$ cat config.mk
export PLATFORM = sky130hd
export DESIGN_NAME = dsl_lane_ctrl
export DESIGN_NICKNAME = d
export VERILOG_FILES = /design/src/dsl_strap_sync.v /design/src/dsl_lane_ctrl.v
export VERILOG_INCLUDE_DIRS = /design/src /design/src/src
export SDC_FILE = /design/constraint.sdc
export NUM_CORES = 1
export LEC_CHECK = 0
export BUFFER_PORTS_ARGS = -buffer_cell sky130_fd_sc_hd__buf_2
export CAP_MARGIN = 10
export CORE_MARGIN = 1.5
export CORE_UTILIZATION = 46
export CTS_CLUSTER_SIZE = 12
export DETAILED_ROUTE_END_ITERATION = 8
export PLACE_DENSITY = 0.65
export SYNTH_ARGS = -nofsm -noshare
export SYNTH_HDL_FRONTEND = slang
export SYNTH_HIERARCHICAL = 1
export SYNTH_SLANG_ARGS = --single-unit
$ cat constraint.sdc
create_clock -name clk -period 5.8 [get_ports clk]
set_input_delay 0.87 -clock clk [delete_from_list [all_inputs] [get_ports clk]]
set_output_delay 0.87 -clock clk [all_outputs]
set_load 0.01 [all_outputs]
$ cat src/dsl_defs.vh
// Constants for the lane-configuration control block.
// Assumes a 25 MHz clock; included by bare name.
// Function
// - Capture AUX writes to lane-count, power-state addresses
// - Snoop active: enable lanes from captured count
// - Snoop active: power state D3 disables all lanes
// - Snooping on after reset; disable bit
// - Snoop off in I2C: lanes from config
// - Interface strap level 0 selects GPIO mode
// - GPIO snoop-disable pin high: four lanes active
// - GPIO link-enable pin gates whole path
// - Other strap levels select I2C register mode
// - Straps decode low, R, F, high as 0-3
// - Straps captured at internal reset release
// - Bias resistors isolated after hold interval
// - GPIO equalization index is 4*upper plus lower
// - I2C mode: separate per-lane equalization index
// - Power-good within 500 us of supply
// - Debounce falling link-enable and hot-plug inputs
`ifndef DSL_DEFS_VH
`define DSL_DEFS_VH
`define DSL_CLK_MHZ 25
`define DSL_ADDR_LANE_COUNT 20'h00101
`define DSL_ADDR_POWER_STATE 20'h00600
`define DSL_LANE_MASK_1 4'h1
`define DSL_LANE_MASK_2 4'h3
`define DSL_LANE_MASK_4 4'hf
`define DSL_LANES_ALL 4'hf
`define DSL_LANES_NONE 4'h0
`define DSL_CNT_1 5'h01
`define DSL_CNT_2 5'h02
`define DSL_CNT_4 5'h04
`define DSL_CNT_FIELD 4:0
`define DSL_PWR_FIELD 2:0
`define DSL_PWR_D3 3'h2
`define DSL_PWR_D0 3'h1
`define DSL_LVL_LOW 2'h0
`define DSL_LVL_R 2'h1
`define DSL_LVL_F 2'h2
`define DSL_LVL_HIGH 2'h3
`define DSL_HOLD_US 10
`define DSL_PG_US 500
`define DSL_DEBOUNCE_MS 2
`endif

$ cat src/dsl_strap_sync.v
// Three-stage synchroniser with agreement filter for W pins.
// Assumes the pin is asynchronous to clk.
`timescale 1ns/1ns
`default_nettype none
module dsl_strap_sync #(
  parameter W = 1,
  parameter [W-1:0] INIT = {W{1'b0}}
) (
  input wire clk,
  input wire sys_rst,
  input wire [W-1:0] pin,
  output reg [W-1:0] level
);
  reg [W-1:0] s1;
  reg [W-1:0] s2;
  reg [W-1:0] s3;
  // Second and third stage must agree before level moves
  always @(posedge clk) begin
    if (sys_rst) begin
      s1 <= INIT;
      s2 <= INIT;
      s3 <= INIT;
      level <= INIT;
    end else begin
      s1 <= pin;
      s2 <= s1;
      s3 <= s2;
      if (s2 == s3) begin
        level <= s3;
      end
    end
  end
endmodule // dsl_strap_sync
`default_nettype wire

$ cat src/dsl_lane_ctrl.v
// Lane enable and equalization control for a four-lane redriver.
// Assumes an AUX decoder supplies completed transactions and strap
// comparators supply two-bit levels (0 low, 1 R, 2 F, 3 high).
`timescale 1ns/1ns
`default_nettype none
`include "dsl_defs.vh"
module dsl_lane_ctrl #(
  parameter integer HOLD_CYCLES = `DSL_HOLD_US * `DSL_CLK_MHZ,
  parameter integer PG_CYCLES = `DSL_PG_US * `DSL_CLK_MHZ,
  parameter integer DEBOUNCE_CYCLES = `DSL_DEBOUNCE_MS * 1000 * `DSL_CLK_MHZ
) (
  input wire clk,
  input wire sys_rst,
  input wire aux_valid,
  input wire aux_is_write,
  input wire aux_acked,
  input wire [19:0] aux_addr,
  input wire [7:0] aux_data,
  input wire [1:0] if_sel_strap,
  input wire [1:0] addr_strap_low,
  input wire [3:0] eq_strap_pair,
  input wire snoop_disable_pin,
  input wire link_enable_pin,
  input wire hot_plug_input,
  input wire cfg_snoop_disable,
  input wire cfg_link_enable,
  input wire [3:0] cfg_lane_enable,
  input wire [3:0] cfg_lane0_eq,
  input wire [3:0] cfg_lane1_eq,
  input wire [3:0] cfg_lane2_eq,
  input wire [3:0] cfg_lane3_eq,
  output reg power_good,
  output reg strap_captured,
  output reg bias_enable,
  output reg i2c_mode,
  output reg [1:0] addr_level_low,
  output reg [1:0] addr_level_high,
  output reg snoop_active,
  output reg [4:0] lane_count_cap,
  output reg [2:0] power_state_cap,
  output reg hot_plug_level,
  output reg link_enabled,
  output reg [3:0] lane_enable,
  output reg [3:0] lane0_eq_index,
  output reg [3:0] lane1_eq_index,
  output reg [3:0] lane2_eq_index,
  output reg [3:0] lane3_eq_index
);

  ////////////////////////////////////////////////////////////////////
  // Helpers

  // Combine two strap levels into an equalization index
  function [3:0] eq_index;
    input [1:0] upper;
    input [1:0] lower;
    begin
      eq_index = {upper, lower};
    end
  endfunction

  // Lane mask for a captured count, or previous mask if unsupported
  function [3:0] lane_mask;
    input [4:0] cnt;
    input [3:0] prev;
    begin
      case (cnt)
        `DSL_CNT_1: lane_mask = `DSL_LANE_MASK_1;
        `DSL_CNT_2: lane_mask = `DSL_LANE_MASK_2;
        `DSL_CNT_4: lane_mask = `DSL_LANE_MASK_4;
        default: lane_mask = prev;
      endcase
    end
  endfunction

  ////////////////////////////////////////////////////////////////////
  // Pin synchronisers

  wire [1:0] if_sel_sync;
  wire [1:0] addr_sync;
  wire [3:0] eq_sync;
  wire snoop_pin_sync;
  wire link_pin_sync;
  wire hpd_pin_sync;

  dsl_strap_sync #(.W(10), .INIT(10'h000)) u_strap_sync (
    .clk(clk),
    .sys_rst(sys_rst),
    .pin({if_sel_strap, addr_strap_low, eq_strap_pair}),
    .level({if_sel_sync, addr_sync, eq_sync})
  );

  dsl_strap_sync #(.W(3), .INIT(3'h0)) u_pin_sync (
    .clk(clk),
    .sys_rst(sys_rst),
    .pin({snoop_disable_pin, link_enable_pin, hot_plug_input}),
    .level({snoop_pin_sync, link_pin_sync, hpd_pin_sync})
  );

  ////////////////////////////////////////////////////////////////////
  // Power-good and internal reset release

  reg [31:0] pg_cnt;
  reg [31:0] hold_cnt;
  reg [3:0] eq_strap_cap;

  // Power-good asserts after a fixed delay from reset
  always @(posedge clk) begin
    if (sys_rst) begin
      pg_cnt <= 32'h0000_0000;
      power_good <= 1'b0;
    end else if (!power_good) begin
      if (pg_cnt >= PG_CYCLES - 1) begin
        power_good <= 1'b1;
      end else begin
        pg_cnt <= pg_cnt + 32'h0000_0001;
      end
    end
  end

  // Straps captured on internal reset release, bias dropped after hold
  always @(posedge clk) begin
    if (sys_rst) begin
      strap_captured <= 1'b0;
      bias_enable <= 1'b1;
      hold_cnt <= 32'h0000_0000;
      i2c_mode <= 1'b0;
      addr_level_low <= `DSL_LVL_LOW;
      addr_level_high <= `DSL_LVL_LOW;
      eq_strap_cap <= 4'h0;
    end else if (power_good && !strap_captured) begin
      strap_captured <= 1'b1;
      i2c_mode <= (if_sel_sync != `DSL_LVL_LOW);
      addr_level_low <= addr_sync;
      addr_level_high <= eq_sync[1:0];
      eq_strap_cap <= eq_sync;
    end else if (strap_captured && bias_enable) begin
      if (hold_cnt >= HOLD_CYCLES - 1) begin
        bias_enable <= 1'b0;
      end else begin
        hold_cnt <= hold_cnt + 32'h0000_0001;
      end
    end
  end

  ////////////////////////////////////////////////////////////////////
  // Debounce of link-enable and hot-plug falling edges

  reg [31:0] link_db_cnt;
  reg [31:0] hpd_db_cnt;
  reg link_db;

  // Rising edges pass at once; falls must persist
  always @(posedge clk) begin
    if (sys_rst) begin
      link_db <= 1'b0;
      hot_plug_level <= 1'b0;
      link_db_cnt <= 32'h0000_0000;
      hpd_db_cnt <= 32'h0000_0000;
    end else begin
      if (link_pin_sync || !link_db) begin
        link_db <= link_pin_sync;
        link_db_cnt <= 32'h0000_0000;
      end else if (link_db_cnt >= DEBOUNCE_CYCLES - 1) begin
        link_db <= 1'b0;
      end else begin
        link_db_cnt <= link_db_cnt + 32'h0000_0001;
      end
      if (hpd_pin_sync || !hot_plug_level) begin
        hot_plug_level <= hpd_pin_sync;
        hpd_db_cnt <= 32'h0000_0000;
      end else if (hpd_db_cnt >= DEBOUNCE_CYCLES - 1) begin
        hot_plug_level <= 1'b0;
      end else begin
        hpd_db_cnt <= hpd_db_cnt + 32'h0000_0001;
      end
    end
  end

  ////////////////////////////////////////////////////////////////////
  // AUX snooping

  reg [3:0] snoop_mask;
  reg next_snoop_active;

  // Snoop source: pin in GPIO mode, control bit in I2C mode
  always @* begin
    next_snoop_active = i2c_mode ? !cfg_snoop_disable : !snoop_pin_sync;
  end

  // Capture acknowledged native writes to the two DPCD addresses
  always @(posedge clk) begin
    if (sys_rst) begin
      snoop_active <= 1'b1;
      lane_count_cap <= `DSL_CNT_4;
      power_state_cap <= `DSL_PWR_D0;
      snoop_mask <= `DSL_LANES_ALL;
    end else begin
      snoop_active <= strap_captured ? next_snoop_active : 1'b1;
      if (snoop_active && aux_valid && aux_is_write && aux_acked) begin
        if (aux_addr == `DSL_ADDR_LANE_COUNT) begin
          lane_count_cap <= aux_data[`DSL_CNT_FIELD];
          snoop_mask <= lane_mask(aux_data[`DSL_CNT_FIELD], snoop_mask);
        end
        if (aux_addr == `DSL_ADDR_POWER_STATE) begin
          power_state_cap <= aux_data[`DSL_PWR_FIELD];
        end
      end
    end
  end

  ////////////////////////////////////////////////////////////////////
  // Lane enables and equalization outputs

  reg [3:0] next_lane_enable;
  reg next_link_enabled;

  // Select lane set by mode, snoop state and power state
  always @* begin
    next_link_enabled = i2c_mode ? cfg_link_enable : link_db;
    if (!next_link_enabled) begin
      next_lane_enable = `DSL_LANES_NONE;
    end else if (snoop_active) begin
      if (power_state_cap == `DSL_PWR_D3) begin
        next_lane_enable = `DSL_LANES_NONE;
      end else begin
        next_lane_enable = snoop_mask;
      end
    end else if (i2c_mode) begin
      next_lane_enable = cfg_lane_enable;
    end else begin
      next_lane_enable = `DSL_LANES_ALL;
    end
  end

  // Registered outputs; GPIO uses strap index on all lanes
  always @(posedge clk) begin
    if (sys_rst) begin
      link_enabled <= 1'b0;
      lane_enable <= `DSL_LANES_NONE;
      lane0_eq_index <= 4'h0;
      lane1_eq_index <= 4'h0;
      lane2_eq_index <= 4'h0;
      lane3_eq_index <= 4'h0;
    end else if (strap_captured) begin
      link_enabled <= next_link_enabled;
      lane_enable <= next_lane_enable;
      if (i2c_mode) begin
        lane0_eq_index <= cfg_lane0_eq;
        lane1_eq_index <= cfg_lane1_eq;
        lane2_eq_index <= cfg_lane2_eq;
        lane3_eq_index <= cfg_lane3_eq;
      end else begin
        lane0_eq_index <= eq_index(eq_strap_cap[3:2], eq_strap_cap[1:0]);
        lane1_eq_index <= eq_index(eq_strap_cap[3:2], eq_strap_cap[1:0]);
        lane2_eq_index <= eq_index(eq_strap_cap[3:2], eq_strap_cap[1:0]);
        lane3_eq_index <= eq_index(eq_strap_cap[3:2], eq_strap_cap[1:0]);
      end
    end
  end

endmodule // dsl_lane_ctrl
`default_nettype wire

# After elaboration in Yosys (flattened, before gate mapping)
# Index checks and enable logic that the tools add are counted.
[classes] n_shift=0 magnitude_cmp=4 reduce_logical=25 muxes=17 n_mul=0 n_addsub=4 n_eq_ne=8 div=0 bitwise=5
[op_table] operator="32-bit by 1-bit adder with 32-bit output, second input constant" n=4
[op_table] operator="32-bit by 16-bit >= comparator with 1-bit output, second input constant" n=2
[op_table] operator="32-bit by 14-bit >= comparator with 1-bit output, second input constant" n=1
[op_table] operator="32-bit by 8-bit >= comparator with 1-bit output, second input constant" n=1
[op_table] operator="4-bit 2-to-1 mux" n=8
[op_table] operator="20-bit by 11-bit == test with 1-bit output, second input constant" n=1
[op_table] operator="20-bit by 9-bit == test with 1-bit output, second input constant" n=1
[op_table] operator="4-bit case mux with 3 select lines" n=1
[op_table] operator="10-bit == test" n=1
[op_table] operator="3-bit AND reduction" n=3
[op_table] operator="1-bit 2-to-1 mux" n=8
[op_table] operator="2-bit AND reduction" n=3
[op_table] operator="2-bit nonzero test" n=3
[op_table] operator="2-bit OR reduction" n=3
[op_table] operator="5-bit by 1-bit == test with 1-bit output, second input constant" n=1
[op_table] operator="5-bit by 2-bit == test with 1-bit output, second input constant" n=1
[op_table] operator="5-bit by 3-bit == test with 1-bit output, second input constant" n=1
[op_table] operator="1-bit logical AND" n=5
[op_table] operator="1-bit zero test" n=5
[op_table] operator="1-bit NOT" n=5
[op_table] operator="3-bit by 2-bit == test with 1-bit output, second input constant" n=1
[op_table] operator="3-bit == test" n=1
[op_table] operator="3-bit nonzero test" n=1
[op_table] operator="1-bit logical OR" n=2
[word_totals] out_inout_bits=39 regBits=226 wordCells=95 latch_bits=0 ramBits=0 rom_bits=0 memories=0 input_bits=66

# Logic depth before layout (Yosys ltp)
# Gate-level depths: netlist (run 1).
[logic_depth] depth_word=4 depth_mapped=7 ltp_nobuf=7

# Cells and area by module
# Netlist (run 1), hierarchy kept.
[modules_own_cells] module="dsl_lane_ctrl" area_each_um2=6701.4 seq_area_each_um2=3443.3 cells_per_inst=716 instances=1
[modules_own_cells] module="dsl_strap_sync at u_strap_sync" area_each_um2=1367.6 seq_area_each_um2=800.8 cells_per_inst=119 instances=1
[modules_own_cells] module="dsl_strap_sync at u_pin_sync" area_each_um2=404.1 seq_area_each_um2=240.2 cells_per_inst=37 instances=1

# Worst setup path after synthesis (run 1)
# OpenSTA, ideal clock, no wires.
[synth_timing] path_kind="input -> register" from="input port aux_addr[1]" to="register snoop_mask[2]" t_required_ns=5.678 setup_ns=0.122 path_buffers=0 path_slack_ns=3.534 stages=5 arrival_time_ns=2.144 path_cell_list="nor4b_1 nand2_1 nor3_2 nand3_1 a221o_1"
[synth_between] elab_chain_len=2
[synth_rtl] element="start, declared" line="dsl_lane_ctrl.v:17" rtl="input wire [19:0] aux_addr,"
[synth_rtl] element="20-bit by 9-bit == test with 1-bit output (no source line)"
[synth_rtl] element="3-bit AND reduction (no source line)"
[synth_rtl] element="end signal, assigned" line="dsl_lane_ctrl.v:197" rtl="snoop_mask <= `DSL_LANES_ALL;"
[synth_rtl] element="end signal, assigned" line="dsl_lane_ctrl.v:203" rtl="snoop_mask <= lane_mask(aux_data[`DSL_CNT_FIELD], snoop_mask);"
[synth_rtl] element="end, declared" line="dsl_lane_ctrl.v:183" rtl="reg [3:0] snoop_mask;"
# No other way between the ends.
# A chain may end at the register's enable or synchronous reset.

# Worst setup path in the final report (run 1)
[layout_timing] from="input port sys_rst" to="register hpd_db_cnt[8]"
[layout_between] elab_chain_len=1
[layout_rtl] element="start, declared" line="dsl_lane_ctrl.v:13" rtl="input wire sys_rst,"
[layout_rtl] element="2-bit OR reduction (no source line)"
[layout_rtl] element="end signal, assigned" line="dsl_lane_ctrl.v:175" rtl="hpd_db_cnt <= hpd_db_cnt + 32'h0000_0001;"
[layout_rtl] element="end, declared" line="dsl_lane_ctrl.v:150" rtl="reg [31:0] hpd_db_cnt;"
# No other way between the ends.

==> impl_results.rst, run 1 <==
.. list-table::
   :header-rows: 1

   * - Metric
     - Value
   * - Worst slew slack as a fraction of its limit
     - 29.8%
   * - Via-to-Cell Ratio
     - around 5.2
   * - Number of buffers inserted by post-CTS setup repair
     - 0
   * - Count of mapped cells out of synthesis
     - around 860
   * - Origin of the worst setup path
     - sys_rst
   * - Final Cycle Share
     - 43.0%
   * - Clock transition at the registers of the reported paths
     - 0.06 ns
   * - Count of endpoints failing hold in the final timing report
     - 0
   * - Initial core utilization
     - 46.9%
   * - Cell Area, Synth
     - 0.00839 mm^2
   * - Critical hold path startpoint
     - u_strap_sync/s1[9]
   * - Clock network latency to the later pin of the worst-skew pair
     - 0.50 ns
   * - Switching component of the power
     - roughly 620 uW
   * - Cell area after placement
     - between 0.009 and 0.01 mm^2
   * - First drt pass iteration count
     - 4
   * - Worst clock skew
     - 0.00993 ns
   * - Layout cell share with drive strength beyond 1
     - approximately 16%
   * - Length in cells of the worst reg-to-reg path
     - 5
   * - Detailed Route Iter0 Violations
     - between 200 and 300
   * - Die width
     - approximately 140 um
   * - Average wire per standard cell
     - about 13 um
   * - Area enclosed by the die boundary
     - 0.0191 mm^2
   * - Number of nets in the final layout
     - just over 1000
   * - Final worst path period need
     - approximately 2.5 ns
   * - Num CTS Buffers
     - 24
   * - Clock tree from TritonCTS
     - built
   * - Kind of path behind the tightest hold check
     - reg2reg
   * - Avg Cell Area, Syn
     - 9.71 um^2
   * - Required arrival time at the worst endpoint
     - 6.25 ns
   * - Combinational share of power
     - 2.8%
   * - Launch instance of the worst register-to-register path
     - hpd_db_cnt[23]
   * - GPL Wtd Cong
     - 0.773
   * - DRC violations left
     - 0
   * - Pint
     - 2.39 mW
   * - DP HPWL
     - 10.7 mm
   * - Leakage dissipation
     - 3.76 nW
   * - Worst Setup Start Kind
     - input pin
   * - RSZ-0062 raised after global routing
     - no
   * - Worst-case clock buffer depth
     - 3
   * - Final Setup Violations
     - 0
   * - Total wire length after detailed routing
     - ~16 mm
   * - End of the worst hold path
     - u_strap_sync/s2[9]
   * - Worst Tran Pin Value
     - 1.04 ns
   * - Antenna violations before repair
     - 1
   * - Post-cts repair resize count
     - 0
   * - Status
     - completed
   * - Power density of the placed cells
     - 309 mW/mm^2
   * - Number of buffers added on ports
     - around 100
   * - Number of standard-cell rows in the floorplan
     - 49
   * - Switch share
     - about a fifth
   * - Capture instance of the worst register-to-register path
     - hpd_db_cnt[9]
   * - Internal reg-to-reg setup slack
     - 3.58 ns
   * - Ys Warns
     - 6
   * - Maximum fanout encountered on the critical timing path
     - between 70 and 80
   * - Via count of the first global-routing pass
     - 5719
   * - Sum of negative setup slack
     - 0 ns
   * - Number of sinks handled by clock tree synthesis
     - between 200 and 250
   * - Maximum number of pins on one net before global-route repair
     - 96
   * - Hold buffer count at cts
     - 0
   * - Syn-to-layout area delta
     - 16.2%
   * - Max Slew Vio Count
     - 0
   * - Final cell area excluding filler cells
     - about 0.0097 mm^2
   * - Global Route Usage Sum
     - between 10% and 20%
   * - Maximum resistive drop on vdd
     - 212 uV
   * - Gr ovfl total
     - 0
   * - H-tree depth reported by CTS
     - 1
   * - Wire length of the first global-routing pass
     - 26.8 mm
   * - Clk network pwr share
     - 45.9%
   * - Floorplan die height
     - 138 um
   * - Register share of total power
     - 51.4%
   * - Placeable core area
     - between 0.015 and 0.02 mm^2
   * - Number of ports placed on the die boundary
     - 105
   * - Category of the worst setup path capture point
     - register
   * - Worst hold path depth
     - 1
   * - Overall via count from detail_route
     - around 6000
   * - Category of the critical setup timing path
     - in2reg
   * - Root buffer cell
     - clkbuf_16
   * - Number of max-capacitance violations reported
     - 0
   * - Critical Path AT
     - 2.94 ns
   * - Count of antenna-violating nets left after detailed routing
     - 0
   * - Fmax
     - about 400 MHz
==> area by class of cell <==
class,count,area [um^2]
Fill cell,1642,8150
Clock buffer,35,683
Clock inverter,3,23.8
Antenna cell,1,2.50
Timing Repair Buffer,106,546
Multi-Input combinational cell,589,3720
Inverter,12,45.0
Tap cell,229,287
Sequential cell,222,4440
==> cell usage in the layout (no fill, tap or decap), types with 18 or more instances in the layout <==
cell       count
a211oi_1      22
a21oi_1       49
and3_1        42
buf_2        100
clkbuf_16     25
dfxtp_1      222
mux2i_1       29
nand2_1       37
nand2b_1      18
nand3_1       21
nor2_1        77
nor2b_1       88
nor4_1        34
o21ai_0       18
xnor2_1       27
==> power by group through the flow <==
stage               registers [mW]  clock network, mW  logic (mW)
floorplan                     1.58                  0      0.0536
global placement              1.58                  0      0.0841
detailed placement            1.58                  0      0.0845
CTS                           1.55               1.43      0.0847
global route                  1.55               1.48      0.0928
finish                        1.55               1.38      0.0834
==> state kept, by name (all words and copies together), names as in the netlist, 3 cells and up <==
register / count
lane_enable: 4
u_pin_sync/s2: 3
u_pin_sync/s1: 3
u_pin_sync/level: 3
hpd_db_cnt: 32
lane0_eq_index: 4
lane2_eq_index: 4
eq_strap_cap: 3
pg_cnt: 32
u_strap_sync/s3: 10
link_db_cnt: 32
lane1_eq_index: 4
lane_count_cap: 5
u_strap_sync/s2: 10
power_state_cap: 3
hold_cnt: 32
u_pin_sync/s3: 3
u_strap_sync/level: 8
lane3_eq_index: 4
u_strap_sync/s1: 10
==> stage by stage <==
step | worst slack [ns] | hold slack, ns | utilization, % | instances | total power [mW]
final | 3.31 | 0.434 | 54.5 | 1197 | 3.01
after global routing | 3.06 | 0.451 | 54.5 | 1197 | 3.12
after CTS | 3.30 | 0.437 | 54.4 | 1196 | 3.06
after detailed placement | 2.78 | 0.423 | 50.5 | 1158 | 1.67
after global placement | 2.80 | 0.419 | 50.5 | 1158 | 1.67
after floorplan | 3.53 | 0.414 | - | 865 | 1.63
==> worst max path at each step <==
stage                    endpoint  slack [ns]  cells after the start
CTS                 hpd_db_cnt[8]        3.30                      5
global route        hpd_db_cnt[8]        3.06                      5
floorplan           snoop_mask[2]        3.53                      5
detailed placement  hpd_db_cnt[8]        2.78                      5
global placement    hpd_db_cnt[8]        2.80                      5
finish              hpd_db_cnt[8]        3.31                      5
==> routing by layer <==
metal | share of wire [%] | wire [um] | global-route usage, % | up-vias
li1 | - | - | - | 3232
met1 | 48 | 7740 | 21.8 | 2833
met2 | 46 | 7320 | 26.9 | 91
met3 | 3.8 | 602 | 3.29 | 24
met4 | 2.3 | 361 | 5.15 | 0
met5 | 0 | 0 | 0 | -
==> critical path, stage by stage <==
cell     delay, ns
buf_4         0.32
nor2_1        0.77
nand2_1       0.58
nor2_1        0.22
a31o_2        0.16
Note: power is estimated with default switching activity, not from simulation.
==> inputs of run 2 (changes only) <==
--- a/config.mk
+++ b/config.mk
@@ -6,13 +6,14 @@
 export SDC_FILE = /design/constraint.sdc
 export NUM_CORES = 1
 export LEC_CHECK = 0
+export ABC_AREA = 1
 export BUFFER_PORTS_ARGS = -buffer_cell sky130_fd_sc_hd__buf_2
 export CAP_MARGIN = 10
 export CORE_MARGIN = 1.5
 export CORE_UTILIZATION = 46
 export CTS_CLUSTER_SIZE = 12
 export DETAILED_ROUTE_END_ITERATION = 8
-export PLACE_DENSITY = 0.65
+export PLACE_DENSITY = 0.67
 export SYNTH_ARGS = -nofsm -noshare
 export SYNTH_HDL_FRONTEND = slang
 export SYNTH_HIERARCHICAL = 1
==> constraint.sdc (replaced) <==
create_clock -name clk -period 2.2 [get_ports clk]
set_input_delay 0.33 -clock clk [delete_from_list [all_inputs] [get_ports clk]]
set_output_delay 0.33 -clock clk [all_outputs]
set_load 0.01 [all_outputs]
==> run 2 against run 1 <==
  * Sequential cell count stayed put
  * Combinational power grew to 3.9 times the previous value
  * First-iteration DRC count is 54% higher
  * Via count increased by 29%
  * Worst hold slack got worse by 0.41 ns
  * Count of clock-buffer cells in the layout up 1
  * Die area grew 13%
  * Sequential share of layout area fell by 5.0 points
  * Sequential power increased to 2.7 times the previous value
  * Critical path type is now reg2reg
  * Highest routed layer unchanged
==> impl_results.rst, run 2 <==
.. list-table::
   :header-rows: 1

   * - Metric
     - Value
   * - Status
     - completed
   * - Leakage dissipation
     - 4.68 nW (+24%)
   * - Critical hold path startpoint
     - eq_strap_pair[2]
   * - Most common cell after layout, fill and taps aside
     - nor2_1
   * - Slowest stage delay, CP
     - 0.46 ns (-0.31 ns)
   * - Ys Warns
     - 6 (unchanged)
   * - Detailed Route Iter0 Violations
     - 412 (+54%)
   * - Layout cell share with drive strength beyond 1
     - 13.8% (-1.8 points)
   * - Sum of negative setup slack
     - 0 ns (unchanged)
   * - Commonest cells after routing, fill and taps aside
     - nor2_1, nand2_1, dfxtp_1
   * - Overall Power
     - 8.26 mW (+170%)
   * - Final worst path period need
     - 1.76 ns
   * - Total wire length after detailed routing
     - 18.5 mm (+15%)
   * - Count of mapped cells out of synthesis
     - 1305 (+51%)
   * - Number of standard-cell rows in the floorplan
     - 52 (+6.1%)
   * - GPL Wtd Cong
     - 0.870 (+13%)
   * - Clock transition at the registers of the reported paths
     - 0.05 ns (about the same)
   * - Fmax
     - ~570 MHz
   * - End of the worst hold path
     - u_strap_sync/s1[2]
   * - Number of filler cells placed in the layout
     - 1961 (+19%)
   * - Global Route Usage Sum
     - 17.0% (+0.57 points)
   * - Number of sinks handled by clock tree synthesis
     - 222 (unchanged)
   * - Category of the worst setup path capture point
     - register
   * - Count of endpoints failing hold in the final timing report
     - 0 (unchanged)
   * - Final cell area excluding filler cells
     - 0.0109 mm^2 (+12%)
   * - First drt pass iteration count
     - 4 (unchanged)
   * - Floorplan die height
     - 146 um (+6.1%)
   * - Launch instance of the worst register-to-register path
     - hpd_db_cnt[0]
   * - Number of ports placed on the die boundary
     - 105 (unchanged)
   * - Length in cells of the worst reg-to-reg path
     - 8 (+3)
   * - Clock tree from TritonCTS
     - built
   * - Via count of the first global-routing pass
     - 7056 (+23%)
   * - DRC violations left
     - 0 (unchanged)
   * - Number of nets in the final layout
     - 1477 (+44%)
   * - Num CTS Buffers
     - 24 (unchanged)
   * - Critical Path AT
     - 2.19 ns (-0.75 ns)
   * - Clock network latency to the later pin of the worst-skew pair
     - 0.51 ns (about the same)
   * - Avg Cell Area, Syn
     - 7.25 um^2 (-25%)
   * - Worst slew slack as a fraction of its limit
     - 61.5% (+32 points)
   * - Worst Tran Pin Value
     - 0.576 ns (-0.467 ns)
   * - Final Cycle Share
     - 79.8%
   * - DP HPWL
     - 12.8 mm (+19%)
   * - Final-layout worst hold slack
     - 0.0192 ns (-0.415 ns)
   * - Overall via count from detail_route
     - 7946 (+29%)
   * - Kind of path behind the tightest hold check
     - in2reg
   * - Internal reg-to-reg setup slack
     - 0.44 ns (-3.14 ns)
   * - Die width
     - 146 um (+6.1%)
   * - Capture instance of the worst register-to-register path
     - hpd_db_cnt[14]
   * - Maximum resistive drop on vdd
     - 628 uV (+200%)
   * - Required arrival time at the worst endpoint
     - 2.64 ns (-3.61 ns)
   * - H-tree depth reported by CTS
     - 1 (unchanged)
   * - Placeable core area
     - 0.0202 mm^2 (+13%)
   * - Root buffer cell
     - clkbuf_16
   * - Worst Setup Start Kind
     - register
   * - Category of the critical setup timing path
     - reg2reg
   * - Final Setup Violations
     - 0 (unchanged)
   * - Library cell contributing the largest single delay on the critical path
     - nor2_2
   * - Initial core utilization
     - 46.8% (-0.10 points)
   * - Critical path, cell by cell
     - ha_1 > nand3_2 > inv_1 > nand4_1 > nor2_1 > nor2_2 > nand3_1 > a21oi_1
   * - Count of antenna-violating nets left after detailed routing
     - 0 (unchanged)
   * - Power density of the placed cells
     - 755 mW/mm^2 (+140%)
   * - Gr ovfl total
     - 0 (unchanged)
   * - Cell Area, Synth
     - 0.00946 mm^2 (+13%)
   * - Max Slew Vio Count
     - 0 (unchanged)
   * - Wire length of the first global-routing pass
     - 31.2 mm (+16%)
   * - Syn-to-layout area delta
     - 15.7%
   * - Area enclosed by the die boundary
     - 0.0214 mm^2 (+13%)
   * - Cell area after placement
     - 0.0102 mm^2 (+13%)
   * - Number of max-capacitance violations reported
     - 0 (unchanged)
   * - Maximum number of pins on one net before global-route repair
     - 47 (-51%)
   * - Via-to-Cell Ratio
     - 4.70 (-8.9%)
   * - Worst-case clock buffer depth
     - 3 (unchanged)
   * - RSZ-0062 raised after global routing
     - no
   * - Number of buffers added on ports
     - 101 (unchanged)
   * - Ant. Diodes
     - 0 (-1)
   * - Antenna violations before repair
     - 0 (-1)
   * - Average wire per standard cell
     - 10.9 um (-18%)
   * - Maximum fanout encountered on the critical timing path
     - 14 (-82%)
   * - Final core area utilization
     - 54.1% (-0.35 points)
   * - Worst clock skew
     - 0.00978 ns (-0.000151 ns)
   * - Worst hold path depth
     - 3 (+2)
[run 2: layer usage]
layer | up-vias | GRT usage (%) | routed length, um
met3 | 23 | 3.41 | 982
li1 | 4227 | - | -
met5 | - | 0 | 0
met4 | 0 | 4.29 | 273
met2 | 144 | 28.7 | 8380
met1 | 3552 | 22.1 | 8830
[run 2: area by class of cell]
cell class                 instances  area (um^2)  share of cell area (%)
timing repair buffer             112          596                    5.44
multi-input combinational        835         4020                    36.8
clock buffer                      36          696                    6.36
tap                              270          338                    3.09
inverter                         210          788                    7.20
clock inverter                     5         61.3                   0.560
sequential                       222         4440                    40.6
[run 2: metrics by stage]
stage                     std cells  worst slack (ns)
after floorplan                1306             0.727
after global placement         1647             0.500
after detailed placement       1647             0.463
after CTS                      1690             0.444
after global routing           1690             0.199
final                          1690             0.443
[run 2: worst max path at each step]
stage | startpoint | endpoint | slack, ns
after floorplan | link_db_cnt[0] | link_db_cnt[7] | 0.73
after global placement | hpd_db_cnt[0] | hpd_db_cnt[8] | 0.50
after detailed placement | hpd_db_cnt[0] | hpd_db_cnt[1] | 0.46
after CTS | strap_captured | strap_captured | 0.44
after global routing | hpd_db_cnt[0] | hpd_db_cnt[8] | 0.20
final | hpd_db_cnt[0] | hpd_db_cnt[14] | 0.44
[run 2: timing repair]
action                    CTS  global route
setup buffers               0             0
hold endpoints to repair    2             0
resized for setup           0             0
hold buffers                2             0
[run 2: worst max-delay path, delay by kind of cell, from the launching register on]
kind            cells  cell delay, ns
buf+inv             1            0.06
flops               1            0.33
simple gates        5            0.84
fa+ha+maj           1            0.26
compound gates      1            0.18
[run 2: power by group]
part	internal, mW	switching (mW)	leakage (nW)
Sequential	4.08	0.0346	1.80
Combinational	0.126	0.203	2.51
Clock	2.29	1.53	0.373
